[src/design/drb_regs.svh]
// register map, field positions, reset values and command codes
`ifndef DRB_REGS_SVH
`define DRB_REGS_SVH
`define DRB_CFG_OFS 12'h000
`define DRB_STAT_OFS 12'h004
`define DRB_ERR_OFS 12'h008
`define DRB_CNT_OFS 12'h00c
`define DRB_CFG_RST 28'h2802c05
`define DRB_ERR_W 6
`define DRB_ERR_ACT_OPEN 0
`define DRB_ERR_ACT_TRP 1
`define DRB_ERR_IDLE_RW 2
`define DRB_ERR_TRFC 3
`define DRB_ERR_WR_VIOL 4
`define DRB_ERR_REF_OPEN 5
`define DRB_OP_REF 4'h1
`define DRB_OP_PRE 4'h2
`define DRB_OP_ACT 4'h3
`define DRB_OP_WR 4'h4
`define DRB_OP_RD 4'h5
`define DRB_OP_NOP 4'h7
`define DRB_AP_BIT 10
`define DRB_BL_BIT 12
`define DRB_BL8_CK 3'h4
`define DRB_BC4_CK 3'h2
`endif
[src/design/drb_pkg.sv]
// types shared by the bank, burst and refresh logic
package drb_pkg;
  typedef struct packed {
    logic cs_n;
    logic ras_n;
    logic cas_n;
    logic we_n;
    logic [2:0] ba;
    logic [14:0] addr;
  } drb_cmd_s;
  typedef struct packed {
    logic [9:0] trfc;
    logic [7:0] trp;
    logic [4:0] al;
    logic [4:0] cl;
  } drb_cfg_s;
  typedef enum logic [1:0] {
    REF_IDLE = 2'b01,
    REF_BUSY = 2'b10
  } drb_ref_e;
endpackage

[src/design/drb_core.sv]
// bank row state, burst selection, read latency and refresh engine
//
// Overview of operation
// - ACTIVE opens the row on A0-A14 in the bank on BA0-BA2.
// - PRECHARGE closes one or all banks; no ACTIVE until tRP passes.
// - during auto precharge, accesses to other banks are still accepted.
// - PRECHARGE to an idle or precharging bank is accepted.
// - the precharge period counts from the latest PRECHARGE to a bank.
// - A12 low picks a chopped 4-beat burst, high an 8-beat burst.
// - A12 only controls burst length; auto precharge is independent.
// - read data starts after additive plus CAS latency.
// - data setup/hold violations only corrupt that write's data.
// - strobe timing violations only corrupt the addressed location.
// - CS#, RAS#, CAS# low with WE# high decodes a refresh.
// - refresh rows come from an internal counter, not the address bus.
// - after refresh all banks idle; only NOP/DES until tRFC passes.
// - up to eight refreshes may be pulled in for credit; here any refresh outside tRFC is taken and counted, with no limit.
//
// The register addresses and the APB interface to the registers were chosen for this implementation.
`timescale 1ns/10ps
`include "drb_regs.svh"
module drb_core
  import drb_pkg::*;
#(
  parameter int PIPE_DEPTH = 64
) (
  input wire logic pclk,
  input wire logic presetn,
  input wire logic psel,
  input wire logic penable,
  input wire logic pwrite,
  input wire logic [11:0] paddr,
  input wire logic [31:0] pwdata,
  output logic [31:0] prdata,
  output logic pready,
  output logic pslverr,
  input wire logic ck,
  input wire drb_cmd_s cmd,
  input wire logic wr_viol,
  output logic rd_burst,
  output logic rd_chop,
  output logic ref_busy,
  output logic [14:0] ref_row
);

  // pin synchronisers; the link clock is sampled like any pin
  logic ck_meta, ck_sync, ck_prev;
  drb_cmd_s cmd_meta, cmd_sync;
  logic viol_meta, viol_sync;

  always_ff @(posedge pclk or negedge presetn) begin
    if (!presetn) begin
      ck_meta <= 1'b0;
      ck_sync <= 1'b0;
      ck_prev <= 1'b0;
      cmd_meta <= '1;
      cmd_sync <= '1;
      viol_meta <= 1'b0;
      viol_sync <= 1'b0;
    end else begin
      ck_meta <= ck;
      ck_sync <= ck_meta;
      ck_prev <= ck_sync;
      cmd_meta <= cmd;
      cmd_sync <= cmd_meta;
      viol_meta <= wr_viol;
      viol_sync <= viol_meta;
    end
  end

  // command and pins go through equal delay, so they line up with the edge
  logic ck_rise;
  assign ck_rise = ck_sync & ~ck_prev;

  drb_cfg_s cfg;
  drb_ref_e ref_state;
  logic [3:0] op;
  logic cmd_live, ref_idle;
  logic is_act, is_pre, is_rd, is_wr, is_ref;
  logic pre_all, auto_pre, sel_open, sel_busy;
  logic act_ok, rw_ok, ref_go;
  logic [7:0] bank_open, bank_busy;

  assign op = {cmd_sync.cs_n, cmd_sync.ras_n, cmd_sync.cas_n,
               cmd_sync.we_n};
  assign ref_idle = (ref_state == REF_IDLE);
  // deselect and NOP are the only commands that pass during tRFC
  assign cmd_live = ck_rise & ~cmd_sync.cs_n & (op != `DRB_OP_NOP);
  assign is_act = cmd_live & ref_idle & (op == `DRB_OP_ACT);
  assign is_pre = cmd_live & ref_idle & (op == `DRB_OP_PRE);
  assign is_rd = cmd_live & ref_idle & (op == `DRB_OP_RD);
  assign is_wr = cmd_live & ref_idle & (op == `DRB_OP_WR);
  assign is_ref = cmd_live & ref_idle & (op == `DRB_OP_REF);
  assign pre_all = cmd_sync.addr[`DRB_AP_BIT];
  assign auto_pre = cmd_sync.addr[`DRB_AP_BIT];
  assign sel_open = bank_open[cmd_sync.ba];
  assign sel_busy = bank_busy[cmd_sync.ba];
  // ACTIVE into an open or still precharging bank is dropped
  assign act_ok = is_act & ~sel_open & ~sel_busy;
  // column access only to an activated bank; other banks stay free
  assign rw_ok = (is_rd | is_wr) & sel_open;
  // taken whenever idle, so a pulled-in refresh still counts
  assign ref_go = is_ref;

  // per-bank row state and precharge timer
  logic [14:0] bank_row [8];
  genvar gi;
  generate
    for (gi = 0; gi < 8; gi++) begin : g_bank
      logic [7:0] trp_cnt;
      logic hit;
      logic bank_row_open;
      assign hit = (cmd_sync.ba == 3'(gi));
      assign bank_open[gi] = bank_row_open;
      assign bank_busy[gi] = (trp_cnt != 8'h00);
      always_ff @(posedge pclk or negedge presetn) begin
        if (!presetn) begin
          bank_row_open <= 1'b0;
          bank_row[gi] <= 15'h0000;
          trp_cnt <= 8'h00;
        end else if (ref_go) begin
          bank_row_open <= 1'b0;
          trp_cnt <= 8'h00;
        end else if (is_pre & (hit | pre_all)) begin
          // restart on every precharge, idle or not
          bank_row_open <= 1'b0;
          trp_cnt <= cfg.trp;
        end else if (act_ok & hit) begin
          bank_row_open <= 1'b1;
          bank_row[gi] <= cmd_sync.addr;
        end else if (rw_ok & hit & auto_pre) begin
          // auto precharge closes at once; the burst pipe runs on alone
          bank_row_open <= 1'b0;
          trp_cnt <= cfg.trp;
        end else if (ck_rise & (trp_cnt != 8'h00)) begin
          trp_cnt <= trp_cnt - 8'h01;
        end
      end
    end
  endgenerate

  // read latency pipe: one slot per CK cycle, launched at AL+CL
  logic [5:0] rl;
  logic [PIPE_DEPTH-1:0] pipe_v, pipe_c, slot;
  logic [2:0] burst_cnt;
  assign rl = 6'(cfg.al) + 6'(cfg.cl);
  assign slot = (rl == 6'h00) ? PIPE_DEPTH'(1) :
                (PIPE_DEPTH'(1) << (rl - 6'h01));

  always_ff @(posedge pclk or negedge presetn) begin
    if (!presetn) begin
      pipe_v <= '0;
      pipe_c <= '0;
    end else if (ck_rise) begin
      pipe_v <= (pipe_v >> 1) | ((is_rd & rw_ok) ? slot : '0);
      // A12 low means chop; it never reaches the column path
      pipe_c <= (pipe_c >> 1) |
                ((is_rd & rw_ok & ~cmd_sync.addr[`DRB_BL_BIT]) ?
                 slot : '0);
    end
  end

  always_ff @(posedge pclk or negedge presetn) begin
    if (!presetn) begin
      burst_cnt <= 3'h0;
      rd_burst <= 1'b0;
      rd_chop <= 1'b0;
    end else if (ck_rise) begin
      if (pipe_v[0]) begin
        // a seamless follow-on read simply reloads the length
        burst_cnt <= pipe_c[0] ? `DRB_BC4_CK : `DRB_BL8_CK;
        rd_burst <= 1'b1;
        rd_chop <= pipe_c[0];
      end else if (burst_cnt > 3'h1) begin
        burst_cnt <= burst_cnt - 3'h1;
      end else begin
        burst_cnt <= 3'h0;
        rd_burst <= 1'b0;
        rd_chop <= 1'b0;
      end
    end
  end

  // refresh engine
  logic [9:0] trfc_cnt;
  logic [15:0] ref_count;
  always_ff @(posedge pclk or negedge presetn) begin
    if (!presetn) begin
      ref_state <= REF_IDLE;
      ref_busy <= 1'b0;
      trfc_cnt <= 10'h000;
      ref_row <= 15'h0000;
      ref_count <= 16'h0000;
    end else begin
      case (ref_state)
        REF_IDLE: begin
          if (ref_go) begin
            // address bus ignored; rows come from our own counter
            ref_row <= ref_row + 15'h0001;
            ref_count <= ref_count + 16'h0001;
            trfc_cnt <= cfg.trfc;
            ref_state <= REF_BUSY;
            ref_busy <= 1'b1;
          end
        end
        REF_BUSY: begin
          if (ck_rise) begin
            if (trfc_cnt <= 10'h001) begin
              trfc_cnt <= 10'h000;
              ref_state <= REF_IDLE;
              ref_busy <= 1'b0;
            end else begin
              trfc_cnt <= trfc_cnt - 10'h001;
            end
          end
        end
        default: begin
          ref_state <= REF_IDLE;
          ref_busy <= 1'b0;
        end
      endcase
    end
  end

  // a strobe violation only flags and counts; state is untouched
  logic [15:0] viol_count;
  logic wr_bad;
  assign wr_bad = is_wr & rw_ok & viol_sync;
  always_ff @(posedge pclk or negedge presetn) begin
    if (!presetn) begin
      viol_count <= 16'h0000;
    end else if (wr_bad) begin
      viol_count <= viol_count + 16'h0001;
    end
  end

  // error sources for software
  logic [`DRB_ERR_W-1:0] err, err_set, err_clr;
  always_comb begin
    err_set = '0;
    err_set[`DRB_ERR_ACT_OPEN] = is_act & sel_open;
    err_set[`DRB_ERR_ACT_TRP] = is_act & sel_busy;
    err_set[`DRB_ERR_IDLE_RW] = (is_rd | is_wr) & ~sel_open;
    err_set[`DRB_ERR_TRFC] = cmd_live & ~ref_idle;
    err_set[`DRB_ERR_WR_VIOL] = wr_bad;
    err_set[`DRB_ERR_REF_OPEN] = is_ref & (|bank_open);
  end

  // apb slave: one wait state, write lands on the completing edge
  logic acc, wr_done, hit_cfg, hit_stat, hit_err, hit_cnt, mapped;
  assign acc = psel & penable;
  assign hit_cfg = (paddr == `DRB_CFG_OFS);
  assign hit_stat = (paddr == `DRB_STAT_OFS);
  assign hit_err = (paddr == `DRB_ERR_OFS);
  assign hit_cnt = (paddr == `DRB_CNT_OFS);
  assign mapped = hit_cfg | hit_stat | hit_err | hit_cnt;
  assign wr_done = acc & pready & pwrite & mapped;
  assign err_clr = (wr_done & hit_err) ? pwdata[`DRB_ERR_W-1:0] : '0;

  always_ff @(posedge pclk or negedge presetn) begin
    if (!presetn) begin
      cfg <= drb_cfg_s'(`DRB_CFG_RST);
    end else if (wr_done & hit_cfg) begin
      cfg <= drb_cfg_s'(pwdata[27:0]);
    end
  end

  // a new event beats a clear in the same cycle
  always_ff @(posedge pclk or negedge presetn) begin
    if (!presetn) begin
      err <= '0;
    end else begin
      err <= (err & ~err_clr) | err_set;
    end
  end

  always_ff @(posedge pclk or negedge presetn) begin
    if (!presetn) begin
      pready <= 1'b0;
      pslverr <= 1'b0;
      prdata <= 32'h0000_0000;
    end else begin
      pready <= acc & ~pready;
      pslverr <= acc & ~pready & ~mapped;
      if (acc & ~pready & ~pwrite) begin
        prdata <= 32'h0000_0000;
        if (hit_cfg) begin
          prdata <= {4'h0, cfg};
        end
        if (hit_stat) begin
          prdata <= {8'h00, ref_row, ref_busy, bank_open};
        end
        if (hit_err) begin
          prdata <= {{(32-`DRB_ERR_W){1'b0}}, err};
        end
        if (hit_cnt) begin
          prdata <= {ref_count, viol_count};
        end
      end
    end
  end

endmodule // drb_core

[config.mk]
export PLATFORM = sky130hd
export DESIGN_NAME = drb_core
export DESIGN_NICKNAME = d
export VERILOG_FILES = /design/src/design/drb_pkg.sv /design/src/design/drb_core.sv
export VERILOG_INCLUDE_DIRS = /design/src /design/src/design
export SDC_FILE = /design/constraint.sdc
export NUM_CORES = 1
export LEC_CHECK = 0
export ABC_AREA = 1
export BUFFER_PORTS_ARGS = -buffer_cell sky130_fd_sc_hd__buf_2
export CAP_MARGIN = 20
export CORE_MARGIN = 2
export CORE_UTILIZATION = 57
export CTS_BUF_LIST = sky130_fd_sc_hd__clkbuf_8
export CTS_CLUSTER_SIZE = 14
export DETAILED_ROUTE_END_ITERATION = 16
export PLACE_DENSITY = 0.79
export RECOVER_POWER = 25
export SLEW_MARGIN = 40
export SYNTH_ARGS = -nofsm -noshare
export SYNTH_HDL_FRONTEND = slang
export SYNTH_SLANG_ARGS = --single-unit
[constraint.sdc]
create_clock -name pclk -period 2.6 [get_ports pclk]
set_clock_uncertainty 0.1 [all_clocks]
set_input_delay 0.39 -clock pclk [delete_from_list [all_inputs] [get_ports pclk]]
set_output_delay 0.39 -clock pclk [all_outputs]
set_load 0.005 [all_outputs]
==> impl_metrics.prom, run 1 <==
# TYPE chip_impl_metric gauge
chip_impl_metric{name="synth_compound_area_share",unit="%"} 8.59
chip_impl_metric{name="initial_antenna_violation_count",unit=""} 0
chip_impl_info{name="grt_setup_unrepaired",value="yes"} 1
chip_impl_metric{name="synth.lib_cells_used.distinct",unit=""} 53
chip_impl_metric{name="timing.final.crit_period",unit="ns"} 2.69
chip_impl_metric{name="cts_inserted_buffers",unit=""} 59
chip_impl_metric{name="first_iter_violations",unit=""} 1799
chip_impl_info{name="hold_class",value="in2reg"} 1
chip_impl_metric{name="postRouteAntennaNets",unit=""} 0
chip_impl_metric{name="grt_overflow",unit=""} 0
chip_impl_metric{name="layout-drive-gt1-share",unit="%"} 18.8
chip_impl_info{name="crit_chain",value="ha_4, inv_2, fa_2, nand2_2, nor2_4, nand3_4, nor2_4, nand2_4, nand2_8, buf_16, nand3_1, a21oi_2"} 1
chip_impl_info{name="ys.flop_type",value="dfrtp_1"} 1
chip_impl_metric{name="fmaxAchievable",unit="MHz"} 371
chip_impl_metric{name="grt_pass1_wl",unit="mm"} 88.0
chip_impl_metric{name="largest_stage_delay_on_the_critical_path",unit="ns"} 0.61
chip_impl_metric{name="total_nets_after_synthesis",unit=""} 2511
chip_impl_info{name="netlist.top_cell.by_area",value="dfrtp_1"} 1
chip_impl_metric{name="ys_ff_latch",unit=""} 355
chip_impl_info{name="timing.critical_path.to_type",value="register"} 1
chip_impl_metric{name="track_usage",unit="%"} 30.5
chip_impl_metric{name="yosysWarningCount",unit=""} 0
chip_impl_metric{name="max_cap_viol_count",unit=""} 1
chip_impl_metric{name="timing_max_transition_violations_final",unit=""} 52
chip_impl_metric{name="drc",unit=""} 0
chip_impl_metric{name="gp_routability_congestion",unit=""} 0.930
chip_impl_info{name="timing.critical_path.from_type",value="register"} 1
chip_impl_metric{name="synth_edf_count",unit=""} 0
chip_impl_metric{name="crit_buf_inv",unit=""} 2
chip_impl_metric{name="dp.final_hpwl",unit="mm"} 35.2
chip_impl_metric{name="ys_seq_area_share",unit="%"} 46.5
chip_impl_metric{name="synth_top_area_share",unit="%"} 42.9
chip_impl_metric{name="die_x",unit="um"} 188
chip_impl_metric{name="tightest_slew",unit="ns"} 1.57
chip_impl_metric{name="dr.pass1.iters",unit=""} 6
chip_impl_info{name="synth.most_common_cell",value="nand2_1"} 1
chip_impl_info{name="critical_path_source",value="cfg[0]"} 1
chip_impl_metric{name="num_io_pins",unit=""} 125
chip_impl_metric{name="insertion_delay",unit="ns"} 0.67
chip_impl_info{name="clock-root-buffer",value="clkbuf_8"} 1
chip_impl_metric{name="synth_cells",unit=""} 2411
chip_impl_metric{name="num_antenna_cells",unit=""} 0
chip_impl_metric{name="detailroute.via_count",unit=""} 18500
chip_impl_info{name="status",value="complete, but fails checks"} 1
chip_impl_metric{name="routedWlPerCell",unit="um"} 17.8
chip_impl_info{name="timing.critical_path.slowest_stage_cell",value="fa_2"} 1
chip_impl_metric{name="adder_and_majority_gate_portion_of_the_synthesized_area",unit="%"} 1.80
chip_impl_metric{name="synth_simple_gate_area_share",unit="%"} 32.3
chip_impl_metric{name="detail_route.vias_per_cell",unit=""} 5.94
chip_impl_metric{name="synth-async-reset-ratio",unit="%"} 100
chip_impl_metric{name="grt_max_degree",unit=""} 139
chip_impl_metric{name="wl",unit="mm"} 55.4
chip_impl_metric{name="area_of_the_multi_input_gates",unit="um^2"} 9670
chip_impl_metric{name="area_growth",unit="%"} 19.2
chip_impl_metric{name="core_region_area",unit="um^2"} 33400
chip_impl_metric{name="min_path_cells",unit=""} 4
chip_impl_metric{name="mean_instance_size_in_the_synthesized_netlist",unit="um^2"} 7.96
chip_impl_metric{name="cts.reportedPaths.clkPinSlew",unit="ns"} 0.06
chip_impl_info{name="synth_top_cells_by_area",value="dfrtp_1, nand2_1, nor2_1, nand3_1, nand4_1"} 1
chip_impl_metric{name="regArea",unit="um^2"} 8920
chip_impl_metric{name="num-nets-final",unit=""} 2711
chip_impl_metric{name="power.ir.vdd_worst",unit="V"} 0.000467
chip_impl_metric{name="floorplan.die_area",unit="um^2"} 35200
chip_impl_metric{name="io_buffers",unit=""} 107
chip_impl_metric{name="placed_area",unit="um^2"} 20600
chip_impl_info{name="tritoncts",value="built"} 1
chip_impl_info{name="endpoint_of_the_worst_slack_reg_to_reg_timing_path",value="pipe_c[12]"} 1
chip_impl_info{name="r2r-start",value="cfg[0]"} 1
chip_impl_metric{name="layout.cell_area.non_filler",unit="um^2"} 22900
chip_impl_metric{name="initial_core_util",unit="%"} 57.5
chip_impl_metric{name="die_span_y",unit="um"} 188
chip_impl_metric{name="static-leakage-power",unit="uW"} 0.0103
chip_impl_metric{name="number_of_global_route_vias_before_repair",unit=""} 17500
chip_impl_info{name="cp_common_cell",value="nor2_4"} 1
chip_impl_metric{name="synth_xor_xnor_area_share",unit="%"} 4.24
chip_impl_info{name="critPathKind",value="reg2reg"} 1
chip_impl_metric{name="placementRows",unit=""} 67
chip_impl_metric{name="fin_crit_sh",unit="%"} 104
chip_impl_metric{name="layout_setup_ws",unit="ns"} -0.0924
chip_impl_metric{name="power.density_cell_area",unit="nW/um^2"} 715
chip_impl_metric{name="worst_r2r_path_depth",unit=""} 12
chip_impl_metric{name="utilization",unit="%"} 68.6
chip_impl_metric{name="filler_cell_count",unit=""} 2566
chip_impl_info{name="holdCritStartpoint",value="pwrite"} 1
chip_impl_metric{name="syn_area",unit="um^2"} 19200
chip_impl_metric{name="clock_path_buffers",unit=""} 3
chip_impl_metric{name="final-setup-viol-count",unit=""} 39
chip_impl_metric{name="required",unit="ns"} 3.09
chip_impl_info{name="holdPathEnd",value="prdata[31]"} 1
chip_impl_metric{name="critical_path_arrival",unit="ns"} 3.18
chip_impl_info{name="yosys-top-cells-count",value="nand2_1, nor2_1, dfrtp_1"} 1
chip_impl_metric{name="hold_violations",unit=""} 0
chip_impl_metric{name="htree_num_levels",unit=""} 2
chip_impl_metric{name="yosys-mux-area-fraction",unit="%"} 0.352
chip_impl_metric{name="worst-path-max-fanout",unit=""} 13
chip_impl_metric{name="clock_sinks",unit=""} 355
chip_impl_info{name="failing_checks",value="max-capacitance violations, max-slew violations, negative setup slack"} 1
chip_impl_metric{name="slew-limit-headroom",unit="%"} -4.41
chip_impl_info{name="critical_path.top_delay_family",value="simple AND/OR/NAND/NOR gates"} 1
chip_impl_info{name="dominant_combinational_cell_family_by_area_after_synthesis",value="simple AND/OR/NAND/NOR gates"} 1
chip_impl_metric{name="regToRegSetupSlack",unit="ns"} -0.09
## where the power goes
group	switching (uW)	internal (uW)
Combinational	2330	1810
Sequential	789	6530
Clock	2340	2560
## state kept, by name, summed over array words and instances (netlist names), 3 cells and up
signal,cells
g_bank.trp_cnt,64
pipe_v,64
ref_count,16
viol_count,16
cmd_sync,8
trfc_cnt,10
err,6
cfg,28
prdata,32
burst_cnt,3
pipe_c,64
g_bank.bank_row_open,8
cmd_meta,9
ref_row,15
## layout make-up
type / count / share of cell area (%)
repair buffers: 232 / 8.02
flip-flops and latches: 355 / 39.0
clock buffers: 71 / 4.27
clock inverters: 40 / 0.831
multi-input cells: 1767 / 42.2
inverters: 196 / 3.23
well taps: 448 / 2.45
## cell usage in the layout (no fill, tap or decap), drive strengths merged, types with 3 or more instances in the layout
cell type	synthesis	final
a21oi	149	149
a22oi	3	3
a31oi	9	9
a41oi	4	4
buf	46	182
clkbuf	47	79
clkinv	9	13
dfrtp	329	329
dfstp	26	26
dlygate4sd3	0	42
ha	26	26
inv	187	221
mux2	6	6
nand2	507	507
nand3	233	233
nand3b	5	5
nand4	161	161
nor2	395	395
nor3	41	41
nor4	3	3
o2111ai	6	6
o21ai	81	81
o21bai	6	6
o221ai	3	3
o22a	12	12
o22ai	14	14
xnor2	15	15
xor2	78	78
## metrics by stage
| stage | hold slack (ns) | setup TNS (ns) | total power [uW] | std cells | worst slack, ns |
|---|---|---|---|---|---|
| after CTS | 0.00185 | -0.398 | 16300 | 3102 | -0.0457 |
| after global placement | 0.235 | -0.0183 | 11100 | 2947 | -0.00742 |
| final | 0.0301 | -1.14 | 16400 | 3109 | -0.0924 |
| after detailed placement | 0.247 | -1.93 | 11300 | 2947 | -0.0817 |
| after global routing | 0.0382 | -7.84 | 17300 | 3109 | -0.207 |
| after floorplan | -0.00559 | 0 | 10300 | 2411 | 0.0756 |
## tightest hold or removal path, cell delays in order
cell and delay [ns]:
buf_2 0.11, nor2_4 0.10, nand2_1 0.07, o21ai_0 0.07
## worst max-delay path by stage
stage / slack [ns] / cells after the start / endpoint
floorplan: 0.08 / 13 / pipe_v[20]
global placement: -0.007 / 11 / pipe_c[49]
detailed placement: -0.08 / 12 / pipe_c[2]
CTS: -0.05 / 12 / pipe_c[3]
global route: -0.21 / 12 / pipe_c[21]
finish: -0.09 / 12 / pipe_c[12]
## per-layer routing
metal	global-route usage, %	part of all wire, %
met1	41.8	41
met2	48.5	47
met3	5.15	8.3
met4	13.0	3.4
met5	0	0
## logic make-up (layout without fill, tap and decap cells)
group,Yosys count,in the layout
flops,355,355
compound gates,292,292
mux,6,6
fa+ha+maj,27,27
buf+inv,289,539
xor+xnor,93,93
simple gates,1349,1349
## repair_timing
item	4_1_cts	5_1_grt
pin swaps	1	24
endpoints found under the setup margin	51	141
setup buffers	1	4
hold buffers	42	0
gates resized for setup	21	131
gates cloned	1	3
endpoints found under the hold margin	127	0
(Power assumes the default switching activity.)
==> inputs of run 2 (changes only) <==
ABC_AREA = unset   (was 1)
==> run 2 against run 1 <==
Effect of this change:
- the flow still finishes with violations (max-capacitance violations, max-slew violations, negative setup slack)
- critical path type unchanged
- global-route usage is 0.95 points lower
- cell count is 22% lower
- sequential power is 3.7% higher
- worst setup slack worse by 0.10 ns
- highest routed layer unchanged
- largest power group unchanged
==> impl_metrics.prom, run 2 <==
# TYPE chip_impl_metric gauge
chip_impl_metric{name="synth-async-reset-ratio",unit="%"} 100
chip_impl_metric{name="yosysWarningCount",unit=""} 0
chip_impl_metric{name="clock_path_buffers",unit=""} 3
chip_impl_metric{name="drc",unit=""} 0
chip_impl_info{name="layout_common_cells",value="dfrtp_1, nor2_1, nand2_1, buf_2, buf_4"} 1
chip_impl_metric{name="insertion_delay",unit="ns"} 0.64
chip_impl_metric{name="detail_route.vias_per_cell",unit=""} 6.32
chip_impl_info{name="netlist.top_cell.by_area",value="dfrtp_1"} 1
chip_impl_metric{name="sequentialPowerShare",unit="%"} 45.5
chip_impl_metric{name="postRouteAntennaNets",unit=""} 0
chip_impl_metric{name="max_cap_viol_count",unit=""} 1
chip_impl_metric{name="die_span_y",unit="um"} 179
chip_impl_info{name="timing.critical_path.from_type",value="register"} 1
chip_impl_metric{name="required",unit="ns"} 2.98
chip_impl_metric{name="mean_instance_size_in_the_synthesized_netlist",unit="um^2"} 10.1
chip_impl_metric{name="num_antenna_cells",unit=""} 0
chip_impl_metric{name="syn_area",unit="um^2"} 17500
chip_impl_metric{name="routedWlPerCell",unit="um"} 21.2
chip_impl_metric{name="tightest_slew",unit="ns"} 2.06
chip_impl_metric{name="layout.cell_area.non_filler",unit="um^2"} 21900
chip_impl_info{name="status",value="complete, but fails checks"} 1
chip_impl_metric{name="detailroute.via_count",unit=""} 15200
chip_impl_metric{name="clock_sinks",unit=""} 355
chip_impl_metric{name="num_io_pins",unit=""} 125
chip_impl_info{name="hold_class",value="in2reg"} 1
chip_impl_metric{name="hold_violations",unit=""} 0
chip_impl_metric{name="floorplan.die_area",unit="um^2"} 32200
chip_impl_metric{name="ys_seq_area_share",unit="%"} 50.8
chip_impl_metric{name="gp_routability_congestion",unit=""} 0.894
chip_impl_info{name="crit_chain",value="ha_4, inv_2, fa_2, nor2b_4, nand3_2, o211ai_1, nand3_2, buf_6, a31oi_1, a21oi_1"} 1
chip_impl_metric{name="final-setup-viol-count",unit=""} 68
chip_impl_info{name="critical_path.top_delay_family",value="adder cells"} 1
chip_impl_metric{name="power.ir.vdd_worst",unit="V"} 0.000661
chip_impl_metric{name="placed_area",unit="um^2"} 19200
chip_impl_metric{name="net-switching-power",unit="uW"} 5010
chip_impl_metric{name="dp.final_hpwl",unit="mm"} 31.7
chip_impl_info{name="timing.critical_path.to_type",value="register"} 1
chip_impl_info{name="cp_common_cell",value="nand3_2"} 1
chip_impl_metric{name="fin_crit_sh",unit="%"} 107
chip_impl_info{name="synth_top_cells_by_area",value="dfrtp_1, nor2_1, dfstp_2, nand2_1, xnor2_1"} 1
chip_impl_metric{name="htree_num_levels",unit=""} 2
chip_impl_info{name="tritoncts",value="built"} 1
chip_impl_metric{name="pwr-share-comb",unit="%"} 19.4
chip_impl_metric{name="largest_stage_delay_on_the_critical_path",unit="ns"} 0.60
chip_impl_metric{name="wl",unit="mm"} 51.2
chip_impl_metric{name="slew-limit-headroom",unit="%"} -37.5
chip_impl_info{name="mostFrequentLayoutCell",value="dfrtp_1"} 1
chip_impl_metric{name="grt_max_degree",unit=""} 81
chip_impl_metric{name="first_iter_violations",unit=""} 1328
chip_impl_info{name="failing_checks",value="max-capacitance violations, max-slew violations, negative setup slack"} 1
chip_impl_info{name="clock-root-buffer",value="clkbuf_8"} 1
chip_impl_metric{name="die_x",unit="um"} 179
chip_impl_metric{name="core_region_area",unit="um^2"} 30400
chip_impl_metric{name="num-nets-final",unit=""} 2068
chip_impl_metric{name="critical_path_arrival",unit="ns"} 3.18
chip_impl_metric{name="ys_ff_latch",unit=""} 355
chip_impl_metric{name="grt_overflow",unit=""} 0
chip_impl_metric{name="area_growth",unit="%"} 24.8
chip_impl_metric{name="synth_edf_count",unit=""} 0
chip_impl_metric{name="crit_buf_inv",unit=""} 2
chip_impl_metric{name="worst-path-max-fanout",unit=""} 5
chip_impl_info{name="reg.largest.list",value="g_bank.trp_cnt (64), pipe_c (64), pipe_v (64)"} 1
chip_impl_metric{name="synth_cells",unit=""} 1737
chip_impl_info{name="grt_setup_unrepaired",value="yes"} 1
chip_impl_metric{name="timing_max_transition_violations_final",unit=""} 78
chip_impl_metric{name="power_frac_clock",unit="%"} 35.1
chip_impl_metric{name="synth_top_area_share",unit="%"} 46.9
chip_impl_metric{name="initial_antenna_violation_count",unit=""} 0
chip_impl_metric{name="timing.final.crit_period",unit="ns"} 2.79
chip_impl_metric{name="number_of_global_route_vias_before_repair",unit=""} 14900
chip_impl_info{name="ys.flop_type",value="dfrtp_1"} 1
chip_impl_metric{name="initial_core_util",unit="%"} 57.6
chip_impl_info{name="timing.critical_path.slowest_stage_cell",value="fa_2"} 1
chip_impl_metric{name="layout-drive-gt1-share",unit="%"} 26.4
chip_impl_metric{name="placementRows",unit=""} 64
chip_impl_metric{name="total_nets_after_synthesis",unit=""} 1837
chip_impl_metric{name="cts.reportedPaths.clkPinSlew",unit="ns"} 0.07
chip_impl_metric{name="power_internal",unit="uW"} 11700
chip_impl_metric{name="dr.pass1.iters",unit=""} 7
chip_impl_metric{name="synth.lib_cells_used.distinct",unit=""} 79
chip_impl_info{name="yosys-top-cells-count",value="dfrtp_1, nor2_1, nand2_1"} 1
chip_impl_metric{name="layout_setup_ws",unit="ns"} -0.194
chip_impl_metric{name="power.density_cell_area",unit="nW/um^2"} 762
chip_impl_metric{name="static-leakage-power",unit="uW"} 0.00985
chip_impl_metric{name="total_power",unit="uW"} 16700
chip_impl_metric{name="io_buffers",unit=""} 107
chip_impl_metric{name="grt_pass1_wl",unit="mm"} 77.5
chip_impl_metric{name="fin_setup_tns",unit="ns"} -4.84
chip_impl_info{name="critPathKind",value="reg2reg"} 1
chip_impl_info{name="synth.most_common_cell",value="dfrtp_1"} 1
chip_impl_metric{name="power_switching_share",unit="%"} 30.1
chip_impl_metric{name="track_usage",unit="%"} 29.6
chip_impl_metric{name="fmaxAchievable",unit="MHz"} 358
chip_impl_metric{name="cts_inserted_buffers",unit=""} 58
-- run 2: routing by layer --
metal	GRT usage, %	vias up	part of all wire [%]
li1	-	6724	-
met1	37.7	7587	38
met2	49.7	739	50
met3	4.72	192	6.6
met4	14.1	0	5.1
met5	0	-	0
-- run 2: metrics by stage --
stage | hold slack (ns) | util (%) | instances | setup slack (ns)
2_1_floorplan | -0.00559 | - | 1737 | -0.0588
3_3_place_gp | 0.241 | 62.9 | 2249 | -0.142
3_5_place_dp | 0.236 | 63.0 | 2249 | -0.254
4_1_cts | 0.00968 | 69.5 | 2401 | -0.0630
5_1_grt | 0.0260 | 71.9 | 2413 | -0.264
6_report | 0.0389 | 71.9 | 2413 | -0.194
-- run 2: final timing paths --
path	startpoint	endpoint	slack, ns	depth (start not counted)
worst min-delay path	penable	pready	0.04	3
min in group asynchronous	presetn	pipe_v[18]	0.78	2
worst max-delay path	cfg[0]	pipe_c[32]	-0.19	10
worst min register to register	viol_meta	viol_sync	0.25	0
worst max register to register	cfg[0]	pipe_c[32]	-0.19	10
max in group asynchronous	presetn	pipe_v[55]	0.33	3
-- run 2: area by class of cell --
class,count,area (um^2)
inverters,34,128
multi-input cells,1243,8820
flip-flops and latches,355,8920
clock inverters,36,405
repair buffers,276,2130
fillers,2007,8540
well taps,396,495
clock buffers,73,1000
-- run 2: kinds of logic after synthesis --
family	after synthesis	share of synthesized area, %
compound gates	429	16.0
xor+xnor	106	5.40
fa+ha+maj	27	1.97
buf+inv	140	3.52
flops	355	50.8
mux	90	5.88
simple gates	590	16.4
-- run 2: worst min-delay path, delay by kind of cell --
| family | cells | cell delay [ns] |
|---|---|---|
| buffers and inverters | 1 | 0.09 |
| and+or+nand+nor | 2 | 0.24 |
-- run 2: power by group through the flow --
| stage | clock (uW) | combinational, uW | sequential [uW] |
|---|---|---|---|
| after floorplan | 0 | 2210 | 7330 |
| after global placement | 0 | 2770 | 7520 |
| after detailed placement | 0 | 2930 | 7570 |
| after CTS | 5860 | 3020 | 7500 |
| after global routing | 6140 | 3620 | 7690 |
| final | 5850 | 3240 | 7590 |
-- run 2: timing repair --
action                                  4_1_cts  5_1_grt
endpoints found under the setup margin      113      119
pin swaps                                    24       45
cloned                                        0        3
endpoints found under the hold margin       103        0
buffers inserted                              3        9
hold buffers                                 40        0
gates resized for setup                      38      147
==> inputs of run 3 (changes only) <==
clock period = 2.3 ns   (was 2.6 ns; I/O delays follow)
==> run 3 against run 2 <==
Effect of this change:
- the flow still finishes with violations (max-capacitance violations, max-slew violations, negative setup slack)
- design area increased by 11%
- cell count up 5.9%
- combinational power rose by 44%
==> impl_metrics.prom, run 3 (synthesized netlist as in run 2, its figures left out) <==
# TYPE chip_impl_metric gauge
chip_impl_metric{name="postRouteAntennaNets",unit=""} 0
chip_impl_metric{name="first_iter_violations",unit=""} 1929
chip_impl_metric{name="worst_r2r_path_depth",unit=""} 10
chip_impl_metric{name="whs",unit="ns"} 0.0343
chip_impl_info{name="timing.critical_path.from_type",value="register"} 1
chip_impl_metric{name="timing_max_transition_violations_final",unit=""} 51
chip_impl_metric{name="largest_stage_delay_on_the_critical_path",unit="ns"} 0.57
chip_impl_metric{name="max_cap_viol_count",unit=""} 1
chip_impl_info{name="endpoint_of_the_worst_slack_reg_to_reg_timing_path",value="pipe_v[32]"} 1
chip_impl_info{name="mostFrequentLayoutCell",value="dfrtp_1"} 1
chip_impl_metric{name="slew-limit-headroom",unit="%"} -1.52
chip_impl_metric{name="fmaxAchievable",unit="MHz"} 333
chip_impl_metric{name="hold_violations",unit=""} 0
chip_impl_metric{name="htree_num_levels",unit=""} 2
chip_impl_metric{name="track_usage",unit="%"} 33.0
chip_impl_metric{name="gp_routability_congestion",unit=""} 0.921
chip_impl_info{name="hold_class",value="in2reg"} 1
chip_impl_metric{name="clock_sinks",unit=""} 355
chip_impl_metric{name="placementRows",unit=""} 64
chip_impl_metric{name="num-nets-final",unit=""} 2215
chip_impl_info{name="timing.critical_path.to_type",value="register"} 1
chip_impl_metric{name="regToRegSetupSlack",unit="ns"} -0.70
chip_impl_metric{name="initial_core_util",unit="%"} 57.6
chip_impl_metric{name="grt_max_degree",unit=""} 96
chip_impl_metric{name="wl",unit="mm"} 65.3
chip_impl_metric{name="number_of_global_route_vias_before_repair",unit=""} 16100
chip_impl_metric{name="fin_crit_sh",unit="%"} 131
chip_impl_metric{name="grt_overflow",unit=""} 0
chip_impl_metric{name="timing.final.crit_period",unit="ns"} 3.00
chip_impl_metric{name="detail_route.vias_per_cell",unit=""} 6.70
chip_impl_metric{name="floorplan.die_area",unit="um^2"} 32200
chip_impl_info{name="critical_path.endpoint",value="pipe_v[32]"} 1
chip_impl_metric{name="num_io_pins",unit=""} 125
chip_impl_metric{name="die_span_y",unit="um"} 179
chip_impl_metric{name="path_depth",unit=""} 10
chip_impl_metric{name="layout-drive-gt1-share",unit="%"} 39.6
chip_impl_metric{name="insertion_delay",unit="ns"} 0.62
chip_impl_info{name="tritoncts",value="built"} 1
chip_impl_metric{name="num_antenna_cells",unit=""} 0
chip_impl_metric{name="tightest_slew",unit="ns"} 1.52
chip_impl_metric{name="layout_setup_ws",unit="ns"} -0.703
chip_impl_metric{name="utilization",unit="%"} 80.2
chip_impl_metric{name="clock_path_buffers",unit=""} 3
chip_impl_info{name="crit_chain",value="ha_4, inv_2, fa_2, nor2b_4, nand3_2, o211ai_1, nand3_4, buf_4, a31oi_1, a21oi_1"} 1
chip_impl_metric{name="critical_path_arrival",unit="ns"} 3.36
chip_impl_metric{name="static-leakage-power",unit="uW"} 0.0107
chip_impl_info{name="clock-root-buffer",value="clkbuf_8"} 1
chip_impl_metric{name="io_buffers",unit=""} 107
chip_impl_metric{name="routedWlPerCell",unit="um"} 25.6
chip_impl_metric{name="required",unit="ns"} 2.66
chip_impl_info{name="r2r-start",value="cfg[0]"} 1
chip_impl_info{name="status",value="complete, but fails checks"} 1
chip_impl_metric{name="area_growth",unit="%"} 39.1
chip_impl_info{name="critical_path_source",value="cfg[0]"} 1
chip_impl_metric{name="final-setup-viol-count",unit=""} 202
chip_impl_info{name="timing.critical_path.slowest_stage_cell",value="fa_2"} 1
chip_impl_metric{name="drc",unit=""} 0
chip_impl_metric{name="dr.pass1.iters",unit=""} 6
chip_impl_metric{name="worst-path-max-fanout",unit=""} 6
chip_impl_info{name="critical_path.top_delay_family",value="compound AO/OA/AOI/OAI gates"} 1
chip_impl_metric{name="fin_setup_tns",unit="ns"} -73.63
chip_impl_metric{name="power.ir.vdd_worst",unit="V"} 0.000847
chip_impl_metric{name="grt_pass1_wl",unit="mm"} 86.1
chip_impl_metric{name="initial_antenna_violation_count",unit=""} 2
chip_impl_metric{name="dp.final_hpwl",unit="mm"} 31.7
chip_impl_metric{name="crit_buf_inv",unit=""} 2
chip_impl_metric{name="detailroute.via_count",unit=""} 17100
chip_impl_metric{name="die_x",unit="um"} 179
chip_impl_info{name="failing_checks",value="max-capacitance violations, max-slew violations, negative setup slack"} 1
chip_impl_metric{name="power.density_cell_area",unit="nW/um^2"} 783
chip_impl_metric{name="cts_inserted_buffers",unit=""} 57
chip_impl_info{name="layout_common_cells",value="dfrtp_1, buf_4, nand2_1, nor2_1, buf_2"} 1
chip_impl_metric{name="core_region_area",unit="um^2"} 30400
chip_impl_info{name="reg.largest.list",value="g_bank.trp_cnt (64), pipe_c (64), pipe_v (64)"} 1
chip_impl_info{name="grt_setup_unrepaired",value="yes"} 1
chip_impl_metric{name="cts.reportedPaths.clkPinSlew",unit="ns"} 0.06
chip_impl_info{name="critPathKind",value="reg2reg"} 1
==> run 3: layer usage <==
layer / up-vias / routed length, um / track usage [%]
met2: 1278 / 31800 / 55.1
met5: - / 29 / 0
met3: 431 / 6000 / 5.29
li1: 7046 / - / -
met1: 8347 / 21900 / 40.4
met4: 4 / 5530 / 19.9
==> run 3: tightest hold or removal path: cells and delay by family <==
kind | cells | cell delay (ns)
AOI/OAI and AO/OA | 1 | 0.09
buffers and inverters | 1 | 0.08
and+or+nand+nor | 2 | 0.17
==> run 3: worst min path at each step <==
stage	start	endpoint	slack, ns	depth (start not counted)
after floorplan	presetn	burst_cnt[0]	-0.05	0
after global placement	presetn	pipe_c[27]	0.20	1
after detailed placement	presetn	pipe_c[27]	0.20	1
after CTS	paddr[10]	prdata[30]	0.005	4
after global routing	paddr[10]	prdata[30]	0.04	4
final	paddr[10]	prdata[30]	0.03	4
==> run 3: area by class of cell <==
| type | instances | area [um^2] |
|---|---|---|
| fill | 1541 | 6040 |
| timing repair buffer | 418 | 3580 |
| clock inverter | 27 | 153 |
| multi-input combinational | 1249 | 10100 |
| tap | 396 | 495 |
| sequential | 355 | 8920 |
| clock buffer | 76 | 1050 |
| inverter | 34 | 128 |
==> run 3: stage by stage <==
stage / cells / area, um^2 / setup WS (ns) / power, uW
after CTS: 2490 / 22600 / -0.376 / 17900
after detailed placement: 2309 / 19800 / -0.484 / 12000
after global placement: 2309 / 19800 / -0.329 / 11800
after floorplan: 1737 / 17700 / -0.232 / 10800
final: 2555 / 24400 / -0.703 / 19100
after global routing: 2555 / 24400 / -0.770 / 19800
==> run 3: where the power goes <==
part	switching (uW)	internal (uW)
clock network	2700	3060
registers	1210	7490
logic	2390	2270
==> run 3: timing repair <==
action,4_1_cts,5_1_grt
cloned,12,3
setup buffers,25,65
pin swaps,70,155
hold endpoints to repair,220,0
endpoints found under the setup margin,226,232
resized for setup,192,285
hold buffers,42,0
